### config.mk
export PLATFORM = sky130hd
export DESIGN_NAME = cpu_flags_addr
export DESIGN_NICKNAME = d
export VERILOG_FILES = /design/src/cpu_flags_pkg.sv /design/src/cpu_flags_addr.sv
export SDC_FILE = /design/constraint.sdc
export NUM_CORES = 1
export LEC_CHECK = 0
export ABC_AREA = 1
export BUFFER_PORTS_ARGS = -buffer_cell sky130_fd_sc_hd__clkbuf_2
export CORE_UTILIZATION = 45
export DETAILED_ROUTE_END_ITERATION = 8
export HOLD_SLACK_MARGIN = 0.03
export PLACE_DENSITY = 0.82
export SETUP_SLACK_MARGIN = 0.02
export SYNTH_ARGS = -nofsm -noshare
export SYNTH_HDL_FRONTEND = slang
export SYNTH_SLANG_ARGS = --single-unit
export TNS_END_PERCENT = 1
### constraint.sdc
create_clock -name CLK_IN -period 5.9 [get_ports CLK_IN]
set_input_delay 1.475 -clock CLK_IN [delete_from_list [all_inputs] [get_ports CLK_IN]]
set_output_delay 1.475 -clock CLK_IN [all_outputs]
set_load 0.1 [all_outputs]
### src/cpu_flags_pkg.sv
package cpu_flags_pkg;

  // ----------------------------------------------------------------
  // Condition code layout
  // ----------------------------------------------------------------
  localparam int         CCR_V     = 7;
  localparam int         CCR_H     = 4;
  localparam int         CCR_I     = 3;
  localparam int         CCR_N     = 2;
  localparam int         CCR_Z     = 1;
  localparam int         CCR_C     = 0;
  localparam logic [7:0] CCR_FIXED = 8'h60;
  localparam logic [7:0] CCR_RST   = 8'h68;

  // ----------------------------------------------------------------
  // Register map and bus answers
  // ----------------------------------------------------------------
  localparam logic [11:0] OFS_CCR     = 12'h000;
  localparam logic [11:0] OFS_STAT    = 12'h004;
  localparam logic [11:0] OFS_EA      = 12'h008;
  localparam logic [1:0]  RESP_OKAY   = 2'h0;
  localparam logic [1:0]  RESP_SLVERR = 2'h2;

  // ----------------------------------------------------------------
  // Types
  // ----------------------------------------------------------------
  typedef enum logic [3:0] {
    no_operand_mode, branch_offset_mode, literal_operand_mode,
    mode_dir, mode_ext, mode_ix, mode_ix_inc, mode_ix1, mode_ix1_inc,
    mode_ix2, mode_sp1, mode_sp2, mode_dir_dir, mode_lit_dir,
    mode_ix_inc_dir, mode_dir_ix_inc
  } addr_mode_t;

  typedef enum logic [3:0] {
    fop_none, fop_add, fop_adc, fop_sub, fop_sbc, fop_logic, fop_move,
    fop_shift, fop_bit_branch, fop_clear_mask, fop_set_mask, fop_to_flags
  } flag_op_t;

  typedef struct packed {
    logic        valid;
    flag_op_t    op;
    logic        wide;
    logic [7:0]  a;
    logic [7:0]  b;
    logic [15:0] value;
    logic        carry;
  } flag_req_t;

  typedef struct packed {
    logic        valid;
    addr_mode_t  src_mode;
    addr_mode_t  dst_mode;
    logic        has_dst;
    logic        branch;
    logic        cond;
    logic        wide_lit;
    logic [15:0] pc;
    logic [2:0]  len;
    logic [15:0] hx;
    logic [15:0] sp;
    logic [7:0]  b1;
    logic [7:0]  b2;
    logic [7:0]  rel_off;
  } addr_req_t;

  typedef struct packed {
    logic        valid;
    logic        mem_access;
    logic [15:0] src_ea;
    logic [15:0] dst_ea;
    logic [15:0] operand;
    logic [15:0] next_pc;
    logic        taken;
  } addr_resp_t;

endpackage

### src/cpu_flags_addr.sv
`timescale 1ns/1ps
module cpu_flags_addr (
  input  wire logic                     CLK_IN,
  input  wire logic                     RST_IN,
  input  wire cpu_flags_pkg::flag_req_t FLAG_REQ_IN,
  input  wire cpu_flags_pkg::addr_req_t ADDR_REQ_IN,
  input  wire logic                     IRQ_IN,
  input  wire logic                     BOUNDARY_IN,
  input  wire logic                     STACK_DONE_IN,
  output logic [7:0]                    CCR_OUT,
  output logic [7:0]                    ALU_RES_OUT,
  output logic                          IRQ_TAKE_OUT,
  output cpu_flags_pkg::addr_resp_t     RESP_OUT,
  input  wire logic [31:0]              AXI_AWADDR_IN,
  input  wire logic                     AXI_AWVALID_IN,
  output logic                          AXI_AWREADY_OUT,
  input  wire logic [31:0]              AXI_WDATA_IN,
  input  wire logic [3:0]               AXI_WSTRB_IN,
  input  wire logic                     AXI_WVALID_IN,
  output logic                          AXI_WREADY_OUT,
  output logic [1:0]                    AXI_BRESP_OUT,
  output logic                          AXI_BVALID_OUT,
  input  wire logic                     AXI_BREADY_IN,
  input  wire logic [31:0]              AXI_ARADDR_IN,
  input  wire logic                     AXI_ARVALID_IN,
  output logic                          AXI_ARREADY_OUT,
  output logic [31:0]                   AXI_RDATA_OUT,
  output logic [1:0]                    AXI_RRESP_OUT,
  output logic                          AXI_RVALID_OUT,
  input  wire logic                     AXI_RREADY_IN
);
  import cpu_flags_pkg::*;

  // ----------------------------------------------------------------
  // Functions
  // ----------------------------------------------------------------
  function automatic logic [1:0] nz_of(input logic [15:0] v,
                                       input logic        wide);
    nz_of = wide ? {v[15], v == 16'h0000}
                 : {v[7], v[7:0] == 8'h00};
  endfunction

  function automatic logic [15:0] ea_of(input addr_mode_t m,
                                        input logic       dst,
                                        input addr_req_t  r);
    logic [15:0] zp1;
    logic [15:0] zp2;
    zp1 = {8'h00, r.b1};
    zp2 = {8'h00, r.b2};
    case (m)
      no_operand_mode:      ea_of = 16'h0000;
      branch_offset_mode:   ea_of = r.pc + 16'h0001;
      literal_operand_mode: ea_of = r.pc + 16'h0001;
      mode_dir:             ea_of = zp1;
      mode_ext:             ea_of = {r.b1, r.b2};
      mode_ix, mode_ix_inc: ea_of = r.hx;
      mode_ix1, mode_ix1_inc: ea_of = r.hx + zp1;
      mode_ix2:             ea_of = r.hx + {r.b1, r.b2};
      mode_sp1:             ea_of = r.sp + zp1;
      mode_sp2:             ea_of = r.sp + {r.b1, r.b2};
      mode_dir_dir:         ea_of = dst ? zp2 : zp1;
      mode_lit_dir:         ea_of = dst ? zp2 : r.pc + 16'h0001;
      mode_ix_inc_dir:      ea_of = dst ? zp1 : r.hx;
      mode_dir_ix_inc:      ea_of = dst ? r.hx : zp1;
      default:              ea_of = 16'h0000;
    endcase
  endfunction

  // ----------------------------------------------------------------
  // Condition codes and interrupt gate
  // ----------------------------------------------------------------
  logic [7:0] ccr_q, ccr_d, alu_q, alu_d;
  logic       take_q, take_d, inhibit_q, inhibit_d, busy_q, busy_d;
  logic       ccr_wr;
  logic [7:0] ccr_wdata;
  logic [8:0] s9;
  logic [4:0] s5;
  logic [1:0] nz;
  logic       cin;

  always_comb begin
    ccr_d     = ccr_q;
    alu_d     = alu_q;
    inhibit_d = inhibit_q;
    busy_d    = busy_q;
    s9        = 9'h000;
    s5        = 5'h00;
    cin       = (FLAG_REQ_IN.op == fop_adc || FLAG_REQ_IN.op == fop_sbc)
                && ccr_q[CCR_C];
    nz        = nz_of(FLAG_REQ_IN.value, FLAG_REQ_IN.wide);
    if (FLAG_REQ_IN.valid) begin
      case (FLAG_REQ_IN.op)
        fop_add, fop_adc: begin
          s9 = {1'b0, FLAG_REQ_IN.a} + {1'b0, FLAG_REQ_IN.b} + {8'h00, cin};
          s5 = {1'b0, FLAG_REQ_IN.a[3:0]} + {1'b0, FLAG_REQ_IN.b[3:0]}
               + {4'h0, cin};
          ccr_d[CCR_C] = s9[8];
          ccr_d[CCR_H] = s5[4];
          ccr_d[CCR_V] = (FLAG_REQ_IN.a[7] == FLAG_REQ_IN.b[7])
                         && (s9[7] != FLAG_REQ_IN.a[7]);
        end
        fop_sub, fop_sbc: begin
          s9 = {1'b0, FLAG_REQ_IN.a} - {1'b0, FLAG_REQ_IN.b} - {8'h00, cin};
          ccr_d[CCR_C] = s9[8];
          ccr_d[CCR_V] = (FLAG_REQ_IN.a[7] != FLAG_REQ_IN.b[7])
                         && (s9[7] != FLAG_REQ_IN.a[7]);
        end
        fop_logic, fop_move: begin
          ccr_d[CCR_N] = nz[1];
          ccr_d[CCR_Z] = nz[0];
          ccr_d[CCR_V] = 1'b0;
        end
        fop_shift: begin
          ccr_d[CCR_N] = nz[1];
          ccr_d[CCR_Z] = nz[0];
          ccr_d[CCR_C] = FLAG_REQ_IN.carry;
          ccr_d[CCR_V] = nz[1] ^ FLAG_REQ_IN.carry;
        end
        fop_bit_branch: ccr_d[CCR_C] = FLAG_REQ_IN.carry;
        fop_clear_mask: ccr_d[CCR_I] = 1'b0;
        fop_set_mask:   ccr_d[CCR_I] = 1'b1;
        fop_to_flags:   ccr_d = FLAG_REQ_IN.a;
        default: ;
      endcase
      if (FLAG_REQ_IN.op inside {fop_add, fop_adc, fop_sub, fop_sbc}) begin
        ccr_d[CCR_N] = s9[7];
        ccr_d[CCR_Z] = s9[7:0] == 8'h00;
        alu_d        = s9[7:0];
      end
    end else if (ccr_wr) begin
      // Core updates win; a bus write in the same cycle is dropped
      ccr_d = ccr_wdata;
    end
    if (ccr_q[CCR_I] && !ccr_d[CCR_I]) begin
      inhibit_d = 1'b1;
    end else if (BOUNDARY_IN) begin
      inhibit_d = 1'b0;
    end
    take_d = BOUNDARY_IN && IRQ_IN && !ccr_q[CCR_I] && !inhibit_q
             && !busy_q;
    if (take_d) begin
      busy_d = 1'b1;
    end
    if (STACK_DONE_IN) begin
      ccr_d[CCR_I] = 1'b1;
      busy_d       = 1'b0;
    end
    ccr_d = ccr_d | CCR_FIXED;
  end

  always_ff @(posedge CLK_IN or posedge RST_IN) begin
    if (RST_IN) begin
      ccr_q     <= CCR_RST;
      alu_q     <= 8'h00;
      take_q    <= 1'b0;
      inhibit_q <= 1'b0;
      busy_q    <= 1'b0;
    end else begin
      ccr_q     <= ccr_d;
      alu_q     <= alu_d;
      take_q    <= take_d;
      inhibit_q <= inhibit_d;
      busy_q    <= busy_d;
    end
  end

  assign CCR_OUT      = ccr_q;
  assign ALU_RES_OUT  = alu_q;
  assign IRQ_TAKE_OUT = take_q;

  // ----------------------------------------------------------------
  // Operand addressing
  // ----------------------------------------------------------------
  addr_resp_t resp_q, resp_d;
  addr_mode_t mode_q, mode_d;
  logic [15:0] seq_pc;

  always_comb begin
    mode_d = mode_q;
    seq_pc = ADDR_REQ_IN.pc + {13'h0000, ADDR_REQ_IN.len};
    // Fields hold the last answer for the status and address reads
    resp_d = resp_q;
    // Single registered stage: no cycles beyond the bus accesses
    resp_d.valid = ADDR_REQ_IN.valid;
    if (ADDR_REQ_IN.valid) begin
      mode_d            = ADDR_REQ_IN.src_mode;
      resp_d.operand    = 16'h0000;
      resp_d.src_ea     = ea_of(ADDR_REQ_IN.src_mode, 1'b0, ADDR_REQ_IN);
      resp_d.dst_ea     = ADDR_REQ_IN.has_dst
                          ? ea_of(ADDR_REQ_IN.dst_mode, 1'b1, ADDR_REQ_IN)
                          : resp_d.src_ea;
      resp_d.mem_access = !(ADDR_REQ_IN.src_mode inside
                            {no_operand_mode, branch_offset_mode,
                             literal_operand_mode});
      if (ADDR_REQ_IN.src_mode == literal_operand_mode) begin
        resp_d.operand = ADDR_REQ_IN.wide_lit
                         ? {ADDR_REQ_IN.b1, ADDR_REQ_IN.b2}
                         : {8'h00, ADDR_REQ_IN.b1};
      end else if (ADDR_REQ_IN.src_mode == mode_lit_dir) begin
        resp_d.operand = {8'h00, ADDR_REQ_IN.b1};
      end
      resp_d.taken   = ADDR_REQ_IN.branch && ADDR_REQ_IN.cond;
      resp_d.next_pc = resp_d.taken
                       ? seq_pc + {{8{ADDR_REQ_IN.rel_off[7]}},
                                   ADDR_REQ_IN.rel_off}
                       : seq_pc;
    end
  end

  always_ff @(posedge CLK_IN or posedge RST_IN) begin
    if (RST_IN) begin
      resp_q <= '0;
      mode_q <= no_operand_mode;
    end else begin
      resp_q <= resp_d;
      mode_q <= mode_d;
    end
  end

  assign RESP_OUT = resp_q;

  // ----------------------------------------------------------------
  // Register bus slave
  // ----------------------------------------------------------------
  logic        aw_got_q, aw_got_d, w_got_q, w_got_d;
  logic [11:0] awaddr_q, awaddr_d;
  logic [31:0] wdata_q, wdata_d;
  logic        wstrb0_q, wstrb0_d;
  logic        awrdy_q, awrdy_d, wrdy_q, wrdy_d, arrdy_q, arrdy_d;
  logic        bvalid_q, bvalid_d, rvalid_q, rvalid_d;
  logic [1:0]  bresp_q, bresp_d, rresp_q, rresp_d;
  logic [31:0] rdata_q, rdata_d;

  always_comb begin
    aw_got_d  = aw_got_q;
    w_got_d   = w_got_q;
    awaddr_d  = awaddr_q;
    wdata_d   = wdata_q;
    wstrb0_d  = wstrb0_q;
    bvalid_d  = bvalid_q;
    bresp_d   = bresp_q;
    rvalid_d  = rvalid_q;
    rresp_d   = rresp_q;
    rdata_d   = rdata_q;
    ccr_wr    = 1'b0;
    ccr_wdata = wdata_q[7:0];
    if (bvalid_q && AXI_BREADY_IN) begin
      bvalid_d = 1'b0;
    end
    if (AXI_AWVALID_IN && awrdy_q) begin
      aw_got_d = 1'b1;
      awaddr_d = AXI_AWADDR_IN[11:0];
    end
    if (AXI_WVALID_IN && wrdy_q) begin
      w_got_d  = 1'b1;
      wdata_d  = AXI_WDATA_IN;
      wstrb0_d = AXI_WSTRB_IN[0];
    end
    if (aw_got_q && w_got_q && !bvalid_q) begin
      aw_got_d = 1'b0;
      w_got_d  = 1'b0;
      bvalid_d = 1'b1;
      bresp_d  = RESP_OKAY;
      if (awaddr_q == OFS_CCR) begin
        ccr_wr = wstrb0_q;
      end else if (awaddr_q != OFS_STAT && awaddr_q != OFS_EA) begin
        bresp_d = RESP_SLVERR;
      end
    end
    if (rvalid_q && AXI_RREADY_IN) begin
      rvalid_d = 1'b0;
    end
    if (AXI_ARVALID_IN && arrdy_q) begin
      rvalid_d = 1'b1;
      rresp_d  = RESP_OKAY;
      case (AXI_ARADDR_IN[11:0])
        OFS_CCR:  rdata_d = {24'h000000, ccr_q};
        OFS_STAT: rdata_d = {24'h000000, busy_q, inhibit_q, resp_q.taken,
                             resp_q.mem_access, mode_q};
        OFS_EA:   rdata_d = {16'h0000, resp_q.src_ea};
        default: begin
          rdata_d = 32'h00000000;
          rresp_d = RESP_SLVERR;
        end
      endcase
    end
    // One write and one read in flight; ready drops while busy
    awrdy_d = !aw_got_d && !bvalid_d;
    wrdy_d  = !w_got_d && !bvalid_d;
    arrdy_d = !rvalid_d;
  end

  always_ff @(posedge CLK_IN or posedge RST_IN) begin
    if (RST_IN) begin
      aw_got_q <= 1'b0;
      w_got_q  <= 1'b0;
      awaddr_q <= 12'h000;
      wdata_q  <= 32'h00000000;
      wstrb0_q <= 1'b0;
      awrdy_q  <= 1'b0;
      wrdy_q   <= 1'b0;
      arrdy_q  <= 1'b0;
      bvalid_q <= 1'b0;
      bresp_q  <= RESP_OKAY;
      rvalid_q <= 1'b0;
      rresp_q  <= RESP_OKAY;
      rdata_q  <= 32'h00000000;
    end else begin
      aw_got_q <= aw_got_d;
      w_got_q  <= w_got_d;
      awaddr_q <= awaddr_d;
      wdata_q  <= wdata_d;
      wstrb0_q <= wstrb0_d;
      awrdy_q  <= awrdy_d;
      wrdy_q   <= wrdy_d;
      arrdy_q  <= arrdy_d;
      bvalid_q <= bvalid_d;
      bresp_q  <= bresp_d;
      rvalid_q <= rvalid_d;
      rresp_q  <= rresp_d;
      rdata_q  <= rdata_d;
    end
  end

  assign AXI_AWREADY_OUT = awrdy_q;
  assign AXI_WREADY_OUT  = wrdy_q;
  assign AXI_BVALID_OUT  = bvalid_q;
  assign AXI_BRESP_OUT   = bresp_q;
  assign AXI_ARREADY_OUT = arrdy_q;
  assign AXI_RVALID_OUT  = rvalid_q;
  assign AXI_RRESP_OUT   = rresp_q;
  assign AXI_RDATA_OUT   = rdata_q;
endmodule

==> results.md <==
- Final core utilization: 53.7%
- Fraction of layout cells with a size suffix above 1: 16.0%
- CTS resizes: 0
- Slew Viols, Final: 0
- CTS Hold Bufs: 0
- Vias in the first global route: 14500
- Final ANT Viol Nets: 0
- Mean area per synthesized cell: 6.35 µm²
- Clock Path Buffers: 2
- Root buffer cell: clkbuf_16
- Die X-Extent: 174 µm
- HP Start: busy_q
- Synth Instances: 2087
- N_diodes: 0
- Clock transition at the registers of the reported paths: 0.06 ns
- Top_reg_cell synth: dfrtp_1
- Mapped cell area: 13300 µm²
- # IOs: 362
- Startpoint Class: input port
- Pin count of the biggest net entering global routing: 87
- Worst Path Max Fanout: 4
- Cell taking the most area after synthesis: dfrtp_1
- Status: completed
- Crit Path Class: in -> reg
- FP Rows: 62
- First-pass GRT wire length: 79400 µm
- Top cells by area, synth: dfrtp_1 25%, nand2_1 18%, nand3_1 9.3%
- GRT Total Usage: 34.1%
- Power per cell area: 273 nW/µm²
- Drt initial violations: 1369
- Crit Reg-Reg Endpoint: CCR_OUT[7]
- Fin crit period: 4.32 ns
- Post-CTS Setup Bufs: 0
- Total Neg Setup Slack: 0 ns
- Final setup margin: 1.58 ns
- Hold Path Depth: 1
- #FFs+latches synth: 132
- CP Capture Type: register
- Dpl ws: 1.27 ns
- Initial antenna violation count: 0
- EDFF count, synth: 0
- Avg Vias per Cell: 5.59
- CTS tree: done
- Arr. time, crit path: 4.64 ns
- Gp weighted congestion: 1.01
- Crit Reg-Reg Startpoint: CCR_OUT[0]
- Critical Path RT: 6.21 ns
- Vias: 15300
- Buf/Inv on CP: 4
- Post-synthesis async set-or-reset flop share: 100%
- Nets: 2676
- Hold endpoint: IRQ_TAKE_OUT
- RSZ-0062 raised after global routing: false
- Hold_ws: 0.425 ns
- Cell mode on critical path: nand2_1
- DP Area: 14900 µm²
- Synth Warn #: 0
- Slowest cell on crit path: o21ai_0
- Drt total wl: 52000 µm
- Max Freq: 231 MHz
- Hpwl dp: 42000 µm
- DRC errors left: 0
- Initial core utilization: 45.9%
- MaxCap Viol Count: 0
- Post-synth top area share: 24.7%
- Chip Height: 174 µm
- Actual transition at the worst max-transition pin: 0.945 ns
- Worst-skew pair later-pin latency: 0.43 ns
- R2r setup slk: 3.12 ns
- GR Overflow Total: 0
- Htree depth: 4
- Core box area: 28900 µm²
- Sequential share of the synthesized area: 24.9%
- Layout area overhead: 16.8%
- Drt wl/cell: 19.0 µm
- Worst rel slew slack: 36.9%
- Setup-failing EPs final: 0
- Sink Count: 132
- Yosys cell types: 61
- Die area: 30200 µm²
- Max Clock Skew: 0.00469 ns
- TritonRoute pass-1 iters: 5
- Min-Delay Path Class: reg -> reg
- Reg2Reg Depth: 15
- Crit path cell chain: clkbuf_2, ha_1, fa_1, nand2_1, inv_1, o21ai_2, xor2_1, inv_1, ha_1, inv_1, o21bai_1, a21oi_1, o21ai_0, nand3_1, nand2_1, nand2_1, nand3_1, nand2_1, nand3_1, nand2_1
- Post-route cell area: 15500 µm²
- Port Buffers: 272
- Final Hold Viols: 0
- VDD IR max: 228 µV
- Cell family with most CP delay: adder cells
- Inserted Clock Buffers: 17
- Period Utilization, post-route: 73.3%
- Leak: 8.57 nW
- Largest stage delay, worst path: 0.41 ns
-- sequential cells by signal, indices dropped and copies added, names as in the netlist, 4 cells and up --
name and flops:
CCR_OUT 6, ALU_RES_OUT 8, AXI_RDATA_OUT 16, mode_q 4
RESP_OUT 67, awaddr_q 12, wdata_q 6
-- layout by cell type, fill, tap and decap left out, types with 4 or more instances in the layout --
cell type,netlist,layout
o2111ai_1,10,10
nand3_2,4,4
dfrtp_1,131,131
nand3_1,247,247
ha_1,86,86
inv_2,20,20
a221oi_1,6,6
nand2_2,11,11
xor2_1,44,44
clkbuf_2,0,272
buf_4,21,5
a31oi_1,7,7
o21ai_0,101,101
conb_1,2,20
a21oi_1,76,76
or2_2,5,5
nand4_1,36,36
inv_1,290,289
clkbuf_16,0,17
nor3_1,15,15
o21bai_1,9,9
nand2_1,620,620
a22o_1,4,4
nor2_2,11,11
nor2_1,155,155
o22ai_1,19,19
a22oi_1,10,10
nor4_1,4,4
o221ai_1,7,7
fa_1,10,10
o31ai_1,11,11
o21ai_1,13,13
xnor2_1,4,4
o211ai_1,12,12
inv_6,0,4
a21o_1,4,4
nand3b_1,14,14
-- synthesized netlist by cell type, drive strengths merged, types with 13 or more instances --
cell type / count
nand2: 631
inv: 310
nand3: 252
nor2: 169
dfrtp: 131
o21ai: 116
ha: 86
a21oi: 77
xor2: 44
buf: 40
nand4: 36
o22ai: 20
clkbuf: 18
nor3: 16
nand3b: 14
o211ai: 13
-- stage by stage --
step / total power, mW / std cells
detailed placement: 3.13 / 2708
global placement: 3.10 / 2708
finish: 4.23 / 2740
floorplan: 2.63 / 2105
CTS: 4.21 / 2740
global route: 4.44 / 2740
-- routing by layer --
metal  track usage [%]  vias to the layer above  wire length (µm)
met5                 0                        -                 0
met4              13.7                        0              2080
met3              7.61                      130              5170
met2              56.0                      819             23600
met1              43.4                     7018             21100
li1                  -                     7344                 -
-- power breakdown --
group | switching, mW | internal (mW) | total [mW] | leakage (nW)
sequential | 0.0974 | 1.07 | 1.16 | 1.67
clock | 0.444 | 0.634 | 1.08 | 0.290
combinational | 1.57 | 0.424 | 1.99 | 6.60
total | 2.11 | 2.12 | 4.23 | 8.57
-- layout make-up --
cell class	count	area, µm²
fillers	2914	13400
inverters	312	1180
flip-flops and latches	132	3300
repair buffers	277	1400
clock buffers	17	425
multi-input cells	1603	8530
clock inverters	15	171
well taps	384	480
-- worst max path at each step --
stage	from	end	slack, ns	depth (start not counted)
after global routing	ADDR_REQ_IN[59]	RESP_OUT[16]	1.34	20
after detailed placement	ADDR_REQ_IN[59]	RESP_OUT[16]	1.27	20
after CTS	ADDR_REQ_IN[59]	RESP_OUT[16]	1.70	20
after floorplan	RST_IN	ALU_RES_OUT[0]	0.90	1
after global placement	ADDR_REQ_IN[59]	RESP_OUT[16]	1.28	20
final	ADDR_REQ_IN[59]	RESP_OUT[16]	1.58	20
-- cells by family after synthesis --
logic type / count (synthesis) / share of synthesized area (%)
AND/OR/NAND/NOR: 1132 / 36.8
buffers and inverters: 370 / 11.3
AO/OA/AOI/OAI: 306 / 14.0
flip-flops: 132 / 24.9
adder cells (fa/ha/maj): 96 / 9.63
XOR/XNOR: 49 / 3.29
other: 2 / 0.0566
Power figures use the tool's default switching activity.
